$ cat src/design/icu_defs.svh
// Constants for the input capture unit
`ifndef ICU_DEFS_SVH
`define ICU_DEFS_SVH
`define ICU_ADDR_CTRL 12'h000
`define ICU_ADDR_CAPLO 12'h004
`define ICU_ADDR_CAPHI 12'h008
`define ICU_ADDR_STAT 12'h00C
`define ICU_ADDR_MASK 12'h010
`define ICU_ADDR_TSEL 12'h014
`define ICU_ADDR_PIN 12'h018
`define ICU_MODE_OFF 4'h0
`define ICU_MODE_FALL 4'h4
`define ICU_MODE_RISE 4'h5
`define ICU_MODE_RISE4 4'h6
`define ICU_MODE_RISE16 4'h7
`define ICU_DIV4_LAST 4'h3
`define ICU_DIV16_LAST 4'hF
`define ICU_CTRL_RST 4'h0
`define ICU_PS_ZERO 4'h0
`define ICU_CNT_ZERO 16'h0000
`define ICU_WORD_ZERO 32'h0000_0000
`endif

$ cat src/design/icu_pkg.sv
// Types for the input capture unit
package icu_pkg;
  typedef logic [3:0] icu_mode_t;
  typedef logic [15:0] icu_count_t;
  typedef enum logic [1:0] {ICU_IDLE = 2'b00, ICU_SETUP = 2'b01, ICU_ACCESS = 2'b11} icu_apb_e;
endpackage

$ cat src/design/icu_sync.sv
// Two-stage synchroniser for the capture pin
`timescale 1ns/1ps
`default_nettype none
module icu_sync (
  input wire logic clock,
  input wire logic srst,
  input wire logic din,
  output logic dout
);
  logic meta_r;
  always_ff @(posedge clock) begin
    if (srst) begin
      meta_r <= 1'b0;
      dout <= 1'b0;
    end else begin
      meta_r <= din;
      dout <= meta_r;
    end
  end
endmodule
`default_nettype wire

$ cat src/design/input_capture_unit.sv
// Input capture channel with APB register access
//
// The implementer's own choices: the APB register port and the address map.
`timescale 1ns/1ps
`default_nettype none
`include "icu_defs.svh"
module input_capture_unit (
  input wire logic clock,
  input wire logic srst,
  input wire logic psel,
  input wire logic penable,
  input wire logic pwrite,
  input wire logic [11:0] paddr,
  input wire logic [31:0] pwdata,
  output logic [31:0] prdata,
  output logic pready,
  output logic pslverr,
  input wire logic captureInputPinIn,
  output logic captureInputPinOut,
  output logic captureInputPinOe_n,
  input wire icu_pkg::icu_count_t firstTimerCount,
  input wire icu_pkg::icu_count_t thirdTimerCount,
  input wire logic firstTimerAsync,
  input wire logic thirdTimerAsync,
  output logic irq
);
  import icu_pkg::*;

  icu_mode_t captureModeField_r;
  icu_count_t captureValue_r;
  logic captureIrqFlag_r;
  logic captureIrqEnable_r;
  logic thirdTimerControl_r;
  logic pinDirectionBit_r;
  logic pinLatch_r;
  logic [3:0] psCount_r;
  logic pinSync;
  logic pinPrev_r;
  logic rawRise;
  logic rawFall;
  logic captureEvent;
  logic psHit;
  logic writeAccess;
  logic readAccess;
  logic selAsync;
  icu_count_t selCount;
  icu_apb_e apbState_r;

  function automatic logic isCaptureMode(input icu_mode_t m);
    isCaptureMode = (m == `ICU_MODE_FALL) || (m == `ICU_MODE_RISE) ||
                    (m == `ICU_MODE_RISE4) || (m == `ICU_MODE_RISE16);
  endfunction

  function automatic logic isDivMode(input icu_mode_t m);
    isDivMode = (m == `ICU_MODE_RISE4) || (m == `ICU_MODE_RISE16);
  endfunction

  function automatic logic hitAddr(input logic [11:0] a, input logic [11:0] target);
    hitAddr = (a == target);
  endfunction

  // Pin buffer drives from latch when direction bit is 0 (output)
  always_ff @(posedge clock) begin
    if (srst) begin
      captureInputPinOut <= 1'b0;
      captureInputPinOe_n <= 1'b1;
    end else begin
      captureInputPinOut <= pinLatch_r;
      captureInputPinOe_n <= pinDirectionBit_r;
    end
  end

  // The pad level is sampled regardless of direction, so a port write can capture
  icu_sync uSync (
    .clock(clock),
    .srst(srst),
    .din(captureInputPinIn),
    .dout(pinSync)
  );

  always_ff @(posedge clock) begin
    if (srst) begin
      pinPrev_r <= 1'b0;
    end else begin
      pinPrev_r <= pinSync;
    end
  end

  assign rawRise = pinSync & ~pinPrev_r;
  assign rawFall = ~pinSync & pinPrev_r;

  // timer choice; async counter mode gives no capture
  assign selCount = thirdTimerControl_r ? thirdTimerCount : firstTimerCount;
  assign selAsync = thirdTimerControl_r ? thirdTimerAsync : firstTimerAsync;

  assign psHit = (captureModeField_r == `ICU_MODE_RISE4) ? (psCount_r == `ICU_DIV4_LAST)
                                                          : (psCount_r == `ICU_DIV16_LAST);

  always_comb begin
    captureEvent = 1'b0;
    if (!selAsync) begin
      unique case (captureModeField_r)
        `ICU_MODE_FALL: captureEvent = rawFall;
        `ICU_MODE_RISE: captureEvent = rawRise;
        `ICU_MODE_RISE4, `ICU_MODE_RISE16: captureEvent = rawRise & psHit;
        default: captureEvent = 1'b0;
      endcase
    end
  end

  // Prescaler is not cleared when switching between divided modes
  always_ff @(posedge clock) begin
    if (srst) begin
      psCount_r <= `ICU_PS_ZERO;
    end else if (!isCaptureMode(captureModeField_r)) begin
      psCount_r <= `ICU_PS_ZERO;
    end else if (isDivMode(captureModeField_r) && rawRise && !selAsync) begin
      psCount_r <= psHit ? `ICU_PS_ZERO : psCount_r + 4'h1;
    end
  end

  always_ff @(posedge clock) begin
    if (srst) begin
      captureValue_r <= `ICU_CNT_ZERO;
    end else if (captureEvent) begin
      captureValue_r <= selCount;
    end
  end

  // APB: no wait states, pready high in the first access cycle after setup
  assign writeAccess = psel & penable & pwrite & pready;
  assign readAccess = psel & ~penable & ~pwrite;

  always_ff @(posedge clock) begin
    if (srst) begin
      apbState_r <= ICU_IDLE;
      pready <= 1'b0;
    end else begin
      unique case (apbState_r)
        ICU_IDLE: begin
          pready <= 1'b0;
          if (psel && !penable) begin
            apbState_r <= ICU_SETUP;
            pready <= 1'b1;
          end
        end
        ICU_SETUP: begin
          apbState_r <= ICU_ACCESS;
          pready <= 1'b0;
        end
        ICU_ACCESS: begin
          apbState_r <= ICU_IDLE;
          pready <= 1'b0;
          if (psel && !penable) begin
            apbState_r <= ICU_SETUP;
            pready <= 1'b1;
          end
        end
        default: begin
          apbState_r <= ICU_IDLE;
          pready <= 1'b0;
        end
      endcase
    end
  end

  always_ff @(posedge clock) begin
    if (srst) begin
      captureModeField_r <= `ICU_CTRL_RST;
      captureIrqEnable_r <= 1'b0;
      thirdTimerControl_r <= 1'b0;
      pinDirectionBit_r <= 1'b1;
      pinLatch_r <= 1'b0;
    end else if (writeAccess) begin
      if (hitAddr(paddr, `ICU_ADDR_CTRL)) begin
        captureModeField_r <= pwdata[3:0];
      end
      if (hitAddr(paddr, `ICU_ADDR_MASK)) begin
        captureIrqEnable_r <= pwdata[0];
      end
      if (hitAddr(paddr, `ICU_ADDR_TSEL)) begin
        thirdTimerControl_r <= pwdata[0];
      end
      if (hitAddr(paddr, `ICU_ADDR_PIN)) begin
        pinLatch_r <= pwdata[0];
        pinDirectionBit_r <= pwdata[1];
      end
    end
  end

  // Set wins over a write-one-to-clear in the same cycle
  always_ff @(posedge clock) begin
    if (srst) begin
      captureIrqFlag_r <= 1'b0;
    end else if (captureEvent) begin
      captureIrqFlag_r <= 1'b1;
    end else if (writeAccess && hitAddr(paddr, `ICU_ADDR_STAT) && pwdata[0]) begin
      captureIrqFlag_r <= 1'b0;
    end
  end

  always_ff @(posedge clock) begin
    if (srst) begin
      irq <= 1'b0;
    end else begin
      irq <= (captureIrqFlag_r | captureEvent) & captureIrqEnable_r;
    end
  end

  // Read data registered in the setup cycle; unmapped reads give zero and pslverr
  always_ff @(posedge clock) begin
    if (srst) begin
      prdata <= `ICU_WORD_ZERO;
      pslverr <= 1'b0;
    end else if (psel && !penable) begin
      prdata <= `ICU_WORD_ZERO;
      pslverr <= 1'b0;
      if (readAccess) begin
        unique case (paddr)
          `ICU_ADDR_CTRL: prdata <= {28'h0000000, captureModeField_r};
          `ICU_ADDR_CAPLO: prdata <= {24'h000000, captureValue_r[7:0]};
          `ICU_ADDR_CAPHI: prdata <= {24'h000000, captureValue_r[15:8]};
          `ICU_ADDR_STAT: prdata <= {31'h00000000, captureIrqFlag_r};
          `ICU_ADDR_MASK: prdata <= {31'h00000000, captureIrqEnable_r};
          `ICU_ADDR_TSEL: prdata <= {31'h00000000, thirdTimerControl_r};
          `ICU_ADDR_PIN: prdata <= {29'h00000000, pinSync, pinDirectionBit_r, pinLatch_r};
          default: pslverr <= 1'b1;
        endcase
      end else begin
        unique case (paddr)
          `ICU_ADDR_CTRL, `ICU_ADDR_STAT, `ICU_ADDR_MASK, `ICU_ADDR_TSEL, `ICU_ADDR_PIN: pslverr <= 1'b0;
          default: pslverr <= 1'b1;
        endcase
      end
    end
  end

  // Capture path
  a_capture_value: assert property (@(posedge clock) disable iff (srst)
    captureEvent |=> captureValue_r == $past(selCount))
    else $error("capture value wrong");
  a_value_hold: assert property (@(posedge clock) disable iff (srst)
    !captureEvent |=> $stable(captureValue_r))
    else $error("capture value changed without event");
  a_timer_sel: assert property (@(posedge clock) disable iff (srst)
    captureEvent && thirdTimerControl_r |=> captureValue_r == $past(thirdTimerCount))
    else $error("wrong timer captured");
  a_timer_first: assert property (@(posedge clock) disable iff (srst)
    captureEvent && !thirdTimerControl_r |=> captureValue_r == $past(firstTimerCount))
    else $error("first timer not captured");
  a_no_async: assert property (@(posedge clock) disable iff (srst)
    selAsync |-> !captureEvent)
    else $error("capture in async mode");
  a_off_idle: assert property (@(posedge clock) disable iff (srst)
    !isCaptureMode(captureModeField_r) |-> !captureEvent)
    else $error("capture while off");
  a_rise_mode: assert property (@(posedge clock) disable iff (srst)
    captureModeField_r == `ICU_MODE_RISE && !selAsync && $rose(pinSync) |-> captureEvent)
    else $error("rising edge missed");
  a_rise_only: assert property (@(posedge clock) disable iff (srst)
    captureModeField_r == `ICU_MODE_RISE && captureEvent |-> $rose(pinSync))
    else $error("rising capture off edge");
  a_fall_mode: assert property (@(posedge clock) disable iff (srst)
    captureModeField_r == `ICU_MODE_FALL && captureEvent |-> $fell(pinSync))
    else $error("falling capture off edge");
  a_fall_any: assert property (@(posedge clock) disable iff (srst)
    captureModeField_r == `ICU_MODE_FALL && !selAsync && $fell(pinSync) |-> captureEvent)
    else $error("falling edge missed");
  a_sync_delay: assert property (@(posedge clock) disable iff (srst)
    $rose(pinSync) |-> $past(captureInputPinIn, 2))
    else $error("pin edge seen out of time");

  // Flag and interrupt
  a_flag_sets: assert property (@(posedge clock) disable iff (srst)
    captureEvent |=> captureIrqFlag_r)
    else $error("flag not set");
  a_flag_sticky: assert property (@(posedge clock) disable iff (srst)
    captureIrqFlag_r && !(writeAccess && paddr == `ICU_ADDR_STAT) |=> captureIrqFlag_r)
    else $error("flag cleared by hardware");
  a_flag_clear: assert property (@(posedge clock) disable iff (srst)
    captureIrqFlag_r && !captureEvent && writeAccess && hitAddr(paddr, `ICU_ADDR_STAT) && pwdata[0]
      |=> !captureIrqFlag_r)
    else $error("flag not cleared by software");
  a_irq_level: assert property (@(posedge clock) disable iff (srst)
    captureIrqFlag_r && captureIrqEnable_r |=> irq)
    else $error("irq low with enabled flag");
  a_irq_event: assert property (@(posedge clock) disable iff (srst)
    captureEvent && captureIrqEnable_r |=> irq)
    else $error("irq late after capture");
  a_irq_masked: assert property (@(posedge clock) disable iff (srst)
    !captureIrqEnable_r |=> !irq)
    else $error("irq high while masked");

  // Prescaler
  a_ps_clear: assert property (@(posedge clock) disable iff (srst)
    !isCaptureMode(captureModeField_r) |=> psCount_r == `ICU_PS_ZERO)
    else $error("prescaler kept");
  a_ps_hold: assert property (@(posedge clock) disable iff (srst)
    isDivMode(captureModeField_r) && !(rawRise && !selAsync) |=> psCount_r == $past(psCount_r))
    else $error("prescaler count lost");
  a_ps_step: assert property (@(posedge clock) disable iff (srst)
    isDivMode(captureModeField_r) && rawRise && !selAsync && !psHit |=> psCount_r == $past(psCount_r) + 4'h1)
    else $error("prescaler did not count");
  a_div_wrap: assert property (@(posedge clock) disable iff (srst)
    isDivMode(captureModeField_r) && captureEvent |=> psCount_r == `ICU_PS_ZERO)
    else $error("prescaler not restarted");
  a_div_rise: assert property (@(posedge clock) disable iff (srst)
    isDivMode(captureModeField_r) && captureEvent |-> $rose(pinSync) && psHit)
    else $error("divided capture off ratio");
  // A count carried over from the sixteen setting may legally sit above three
  a_div4_count: assert property (@(posedge clock) disable iff (srst)
    captureModeField_r == `ICU_MODE_RISE4 && psCount_r <= `ICU_DIV4_LAST |=>
      captureModeField_r != `ICU_MODE_RISE4 || psCount_r <= `ICU_DIV4_LAST)
    else $error("div4 overrun");
  a_div16_hit: assert property (@(posedge clock) disable iff (srst)
    captureModeField_r == `ICU_MODE_RISE16 && captureEvent |-> psCount_r == `ICU_DIV16_LAST)
    else $error("div16 capture early");

  // Pin buffer
  a_pin_drive: assert property (@(posedge clock) disable iff (srst)
    !pinDirectionBit_r |=> !captureInputPinOe_n && captureInputPinOut == $past(pinLatch_r))
    else $error("pin not driven from latch");
  a_pin_input: assert property (@(posedge clock) disable iff (srst)
    pinDirectionBit_r |=> captureInputPinOe_n)
    else $error("pin driven while input");

  c_rise_cap: cover property (@(posedge clock) disable iff (srst)
    captureModeField_r == `ICU_MODE_RISE && captureEvent);
  c_fall_cap: cover property (@(posedge clock) disable iff (srst)
    captureModeField_r == `ICU_MODE_FALL && captureEvent);
  c_div16_cap: cover property (@(posedge clock) disable iff (srst)
    captureModeField_r == `ICU_MODE_RISE16 && captureEvent);
  c_overwrite: cover property (@(posedge clock) disable iff (srst)
    captureEvent ##[1:50] captureEvent);
  c_irq: cover property (@(posedge clock) disable iff (srst) $rose(irq));
endmodule
`default_nettype wire

$ cat config.mk
export PLATFORM = sky130hd
export DESIGN_NAME = input_capture_unit
export DESIGN_NICKNAME = d
export VERILOG_FILES = /design/src/design/icu_pkg.sv /design/src/design/icu_sync.sv /design/src/design/input_capture_unit.sv
export VERILOG_INCLUDE_DIRS = /design/src /design/src/design
export SDC_FILE = /design/constraint.sdc
export NUM_CORES = 1
export LEC_CHECK = 0
export ABC_CLOCK_PERIOD_IN_PS = 3300
export BUFFER_PORTS_ARGS = -buffer_cell sky130_fd_sc_hd__buf_2
export CAP_MARGIN = 20
export CORE_MARGIN = 1
export CORE_UTILIZATION = 45
export CTS_BUF_LIST = sky130_fd_sc_hd__clkbuf_16
export DETAILED_ROUTE_END_ITERATION = 12
export HOLD_SLACK_MARGIN = 0.03
export PLACE_DENSITY_LB_ADDON = 0.12
export SYNTH_ARGS = -nofsm -noshare
export SYNTH_HDL_FRONTEND = slang
export SYNTH_SLANG_ARGS = --single-unit
$ cat constraint.sdc
create_clock -name clock -period 3.3 [get_ports clock]
set_clock_uncertainty 0.2 [all_clocks]
set_input_delay 0.33 -clock clock [delete_from_list [all_inputs] [get_ports clock]]
set_output_delay 0.33 -clock clock [all_outputs]
set_load 0.05 [all_outputs]
Yosys cells after proc, flatten, opt, wreduce, memory -nomap -nowiden
Cells that the tools add are included.
W data, S select, Z words.

cells by class
  add/subtract/negate cells = 1
  equal/unequal tests = 15
  multiplexer cells = 17
  bitwise operators = 16
  reduce and logical (&&, ||, !) cells = 24

operators by type and width
  operator               count
  $pmux W8 S7            1
  $eq A12 B5 Y1 const B  3
  $eq A12 B4 Y1 const B  2
  $eq A4 B3 Y1 const B   4
  $mux W16               1
  $eq A12 B3 Y1 const B  1
  $logic_not A12 Y1      1
  $mux W1                10
  $and A1 B1 Y1          9
  $mux W8                1
  $reduce_and A2 Y1      4
  $reduce_or A2 Y1       4
  $reduce_or A7 Y1       1
  $not A1 Y1             6
  $pmux W2 S3            1
  $logic_and A1 B1 Y1    5
  $reduce_or A5 Y1       1
  $add A4 B1 Y4 const B  1
  $eq A4 B2 Y1 const B   1
  $eq A4 B4 Y1 const B   1
  $logic_or A1 B1 Y1     4
  $mux W4                1
  $pmux W1 S3            1
  $eq A2 B1 Y1 const B   1
  other kinds (7)        8

word-level totals
  bits in registers = 71
  output and inout bits = 37

Depth between registers and ports, before layout
  word-level depth = 7
  mapped depth = 7
  mapped depth without buffers = 6

Cells and area by module
Synthesis repeated with hierarchy kept, for this count alone.

second synthesis, totals
  cell total of the unflattened synthesis = 277
  area total of the unflattened synthesis = 2502.4 um^2

by module, submodules not included
  module              times used  cells each  area an instance (um^2)
  input_capture_unit  1           273         2449.8
  icu_sync            1           4           52.6

Worst setup path after synthesis
OpenSTA, ideal clock, no wires.

  path kind = input to register
  start point = input paddr[9]
  end point = register prdata[3]
  arrival time = 2022 ps
  slack = 1017 ps
  stages = 5
  buffers on the path = 0
  path through = or4_4 or2_1 or4_4 nor4_4 a32o_2

on the way
  word-level cells in the longest chain between the ends = 3
  elaborated cells between the ends (all ways) = 9

ends and longest elaborated chain
  item                                         RTL line                   source
  start, declared                              input_capture_unit.sv:13   input wire logic [11:0] paddr,
  $eq A12 B5 Y1, or another cell as far along  input_capture_unit.sv:219  unique case (paddr)
  $pmux W8 S7 *                                input_capture_unit.sv:219
  $mux W8 *                                    input_capture_unit.sv:218  if (readAccess) begin
  end signal, assigned                         input_capture_unit.sv:220  `ICU_ADDR_CTRL: prdata <= {28'h0000000, captureModeField_r};
  end signal, assigned                         input_capture_unit.sv:221  `ICU_ADDR_CAPLO: prdata <= {24'h000000, captureValue_r[7:0]};
  end signal, assigned                         input_capture_unit.sv:222  `ICU_ADDR_CAPHI: prdata <= {24'h000000, captureValue_r[15:8]};
  end, declared                                input_capture_unit.sv:15   output logic [31:0] prdata,

Mark *: on every way between the ends. The rest lies on a longest branch, timed or not.
A chain may end at the register's enable or synchronous reset.

Final worst setup path
Ends and elaborated chain as after synthesis.

==> results.cfg <==
[run_status]
status = finished, final reports clean

[finish]
multi_input_area_um2 = 1350
seqCellArea_um2 = 941
area_delta_synth_final_pct = 18.4
layout-drive-gt1-share_pct = 26.8
antenna_cells = 0
num-fill-cells = 499
layout_commonest_cell = buf_2
fin_util_pct = 56.3
mostFrequentLayoutCells = buf_2, dfxtp_1, mux2i_1, conb_1, nand2b_1
finalNetCount = 423

[clock_network]
post_cts_resized = 0
ctsLongestPathBuffers = 2
htree_levels = 2
clock_latency_ps = 280
clkTransAtPathRegs_ps = 60
cts_post_setup_buffers_inserted = 0
numCtsBuffers = 5
cts_tree = yes
clock_sinks = 47
ctsHoldBuffers = 0
clock-root-buffer = clkbuf_16

[yosys]
synth_area_um2 = 2460
netlist_instances = 271
synth_flop_cell = dfxtp_1
synthTopCellsByArea = dfxtp_1, mux2i_1, buf_4
ys_ff_latch = 47
seq_area_frac_synth_pct = 38.3
postSynth.asyncResetShare_pct = 0
synth_cell_types = 41
synth_edf_count = 0
synth_top_area_share_pct = 38.3
yosysTopAreaCell = dfxtp_1
ys_warn_count = 0
synth_area_per_cell_um2 = 9.08

[pwr]
peakVddDrop_v = 0.000240
intPower_w = 0.000909
p_per_area_nw_per_um2 = 430
p_comb_share_pct = 13.8
power.leakage_nw = 1.23
switching_share_pct = 27.3
p_seq_share_pct = 46.7
p_sw_w = 0.000342
clockPowerShare_pct = 39.6

[worst_setup_path]
cp-start-kind = input pin
crit_path_end_kind = flop
crit_arrival_ps = 2220
cp-startpoint = paddr[9]
crit_chain = buf_2, or4_4, or2_1, or4_4, nor4_4, a32o_2
ff2ff_path_depth = 5
cp_slowest_stage_delay_ps = 540
path_max_fanout = 5
path_class = in2reg
cp_slowest_cell = or4_4
cp.required_ps = 3330
r2r-start = captureModeField_r[1]
crit_top_cell = or4_4

[worst_hold_path]
hold_depth = 2
worstHoldPathType = in2reg
hold_path_startpoint = captureInputPinIn

[placement]
portBuffers = 68
pre_cts_ws_ps = 809
gp_congestion = 0.771
hpwl_mm = 3.82

[die]
initial_core_util_pct = 47.6
coreArea_um2 = 5170
io_pins = 121
die_h_um = 75.9
die_w_um = 75.9
die_area_um2 = 5770
core.rowCount = 26

[global_routing]
grt_max_degree = 40
antenna_found_initial = 0
grt_pass1_vias = 1810
grt_overflow = 0
track_usage_pct = 18.4
grt_pass1_wl_mm = 8.56

[route]
wl_met1_mm = 2.52
first_pass_iters = 4
topRoutingLayerUsed = met4
wl_met3_um = 294
drt_iter0_drc = 117
vias = 2026
drt-vias-per-instance = 4.99
drc_errors = 0
drtAntennaViolNets = 0
met2_length_mm = 2.34
drt-total-wl_mm = 5.21
wl_per_cell_um = 12.8

[sta]
report.final.slew_viol_count = 0
post-route-min-period_ps = 2190
timing.fmax_ghz = 0.457
layout_setup_ws_ps = 1110
final-hold-violation-count = 0
setup_viol = 0
rsz0062_at_grt = no
slew_headroom_pct = 59.7
finalSetupTns_ps = 0
worst_pin_slew_ps = 604
post-route-period-util_pct = 66.3

[flow_run]
max_cap_viol_count = 0
worst max-delay path: cells and delay by family:
kind	cells	cell delay, ps
compound gates	1	220
buf+inv	1	100
simple gates	4	1570
final timing paths:
kind | end | slack [ps]
max | prdata[3] | 1110
min | uSync.meta_r | 50
max reg2reg | captureValue_r[15] | 1320
min reg2reg | uSync.dout | 250
sequential cells by signal (all words and copies together) (netlist names):
signal	cells
prdata	8
uSync.dout	1
pslverr	1
uSync.meta_r	1
psCount_r	4
pinPrev_r	1
captureInputPinOe_n	1
pready	1
captureValue_r	16
captureIrqEnable_r	1
captureModeField_r	4
captureInputPinOut	1
irq	1
captureIrqFlag_r	1
pinDirectionBit_r	1
pinLatch_r	1
apbState_r	2
thirdTimerControl_r	1
metrics by stage:
step	std cells	power (W)	hold WS, ps	instance area, um^2
3_5_place_dp	398	0.000768	230	2770
4_1_cts	406	0.00126	51.7	2910
6_report	406	0.00125	54.6	2910
5_1_grt	406	0.00130	72.1	2910
3_3_place_gp	398	0.000766	223	2770
2_1_floorplan	294	0.000740	214	2550
per-layer routing:
metal  GRT usage (%)  up-vias
met2            28.1       69
met3            3.73        5
met5               0        -
li1                -     1051
met4            6.92        0
met1            25.6      901
power by group through the flow:
| stage | clock network (W) | registers [W] | logic [W] |
|---|---|---|---|
| floorplan | 0 | 0.000601 | 0.000139 |
| global placement | 0 | 0.000596 | 0.000170 |
| detailed placement | 0 | 0.000597 | 0.000172 |
| CTS | 0.000508 | 0.000584 | 0.000172 |
| global route | 0.000533 | 0.000585 | 0.000187 |
| finish | 0.000495 | 0.000584 | 0.000172 |
synth_stat cells, types with 2 or more instances:
library cell / number
or4_4: 2
clkbuf_1: 12
dfxtp_1: 47
nor2_1: 14
nand2b_1: 18
ha_1: 4
a22oi_1: 3
nand2_1: 12
a21oi_1: 10
inv_1: 6
o21ai_0: 6
mux2i_1: 28
nor4_1: 2
and3_1: 2
buf_4: 24
nand3b_1: 4
nand4_1: 3
mux2_2: 5
o22ai_1: 16
nor2b_1: 11
nand3_1: 7
nor3_1: 8
a22o_1: 9
cell type report:
type	instances	share of cell area [%]
multi-input cells	204	46.5
flip-flops and latches	47	32.3
repair buffers	71	12.5
clock buffers	5	4.30
well taps	70	3.01
inverters	6	0.774
clock inverters	3	0.645
cell families after synthesis:
logic type,synth area share (%)
other cells,0.152
simple gates,21.2
buf+inv,10.2
compound gates,14.5
mux,13.7
fa+ha+maj,2.03
flops,38.3
(Power assumes the default switching activity.)
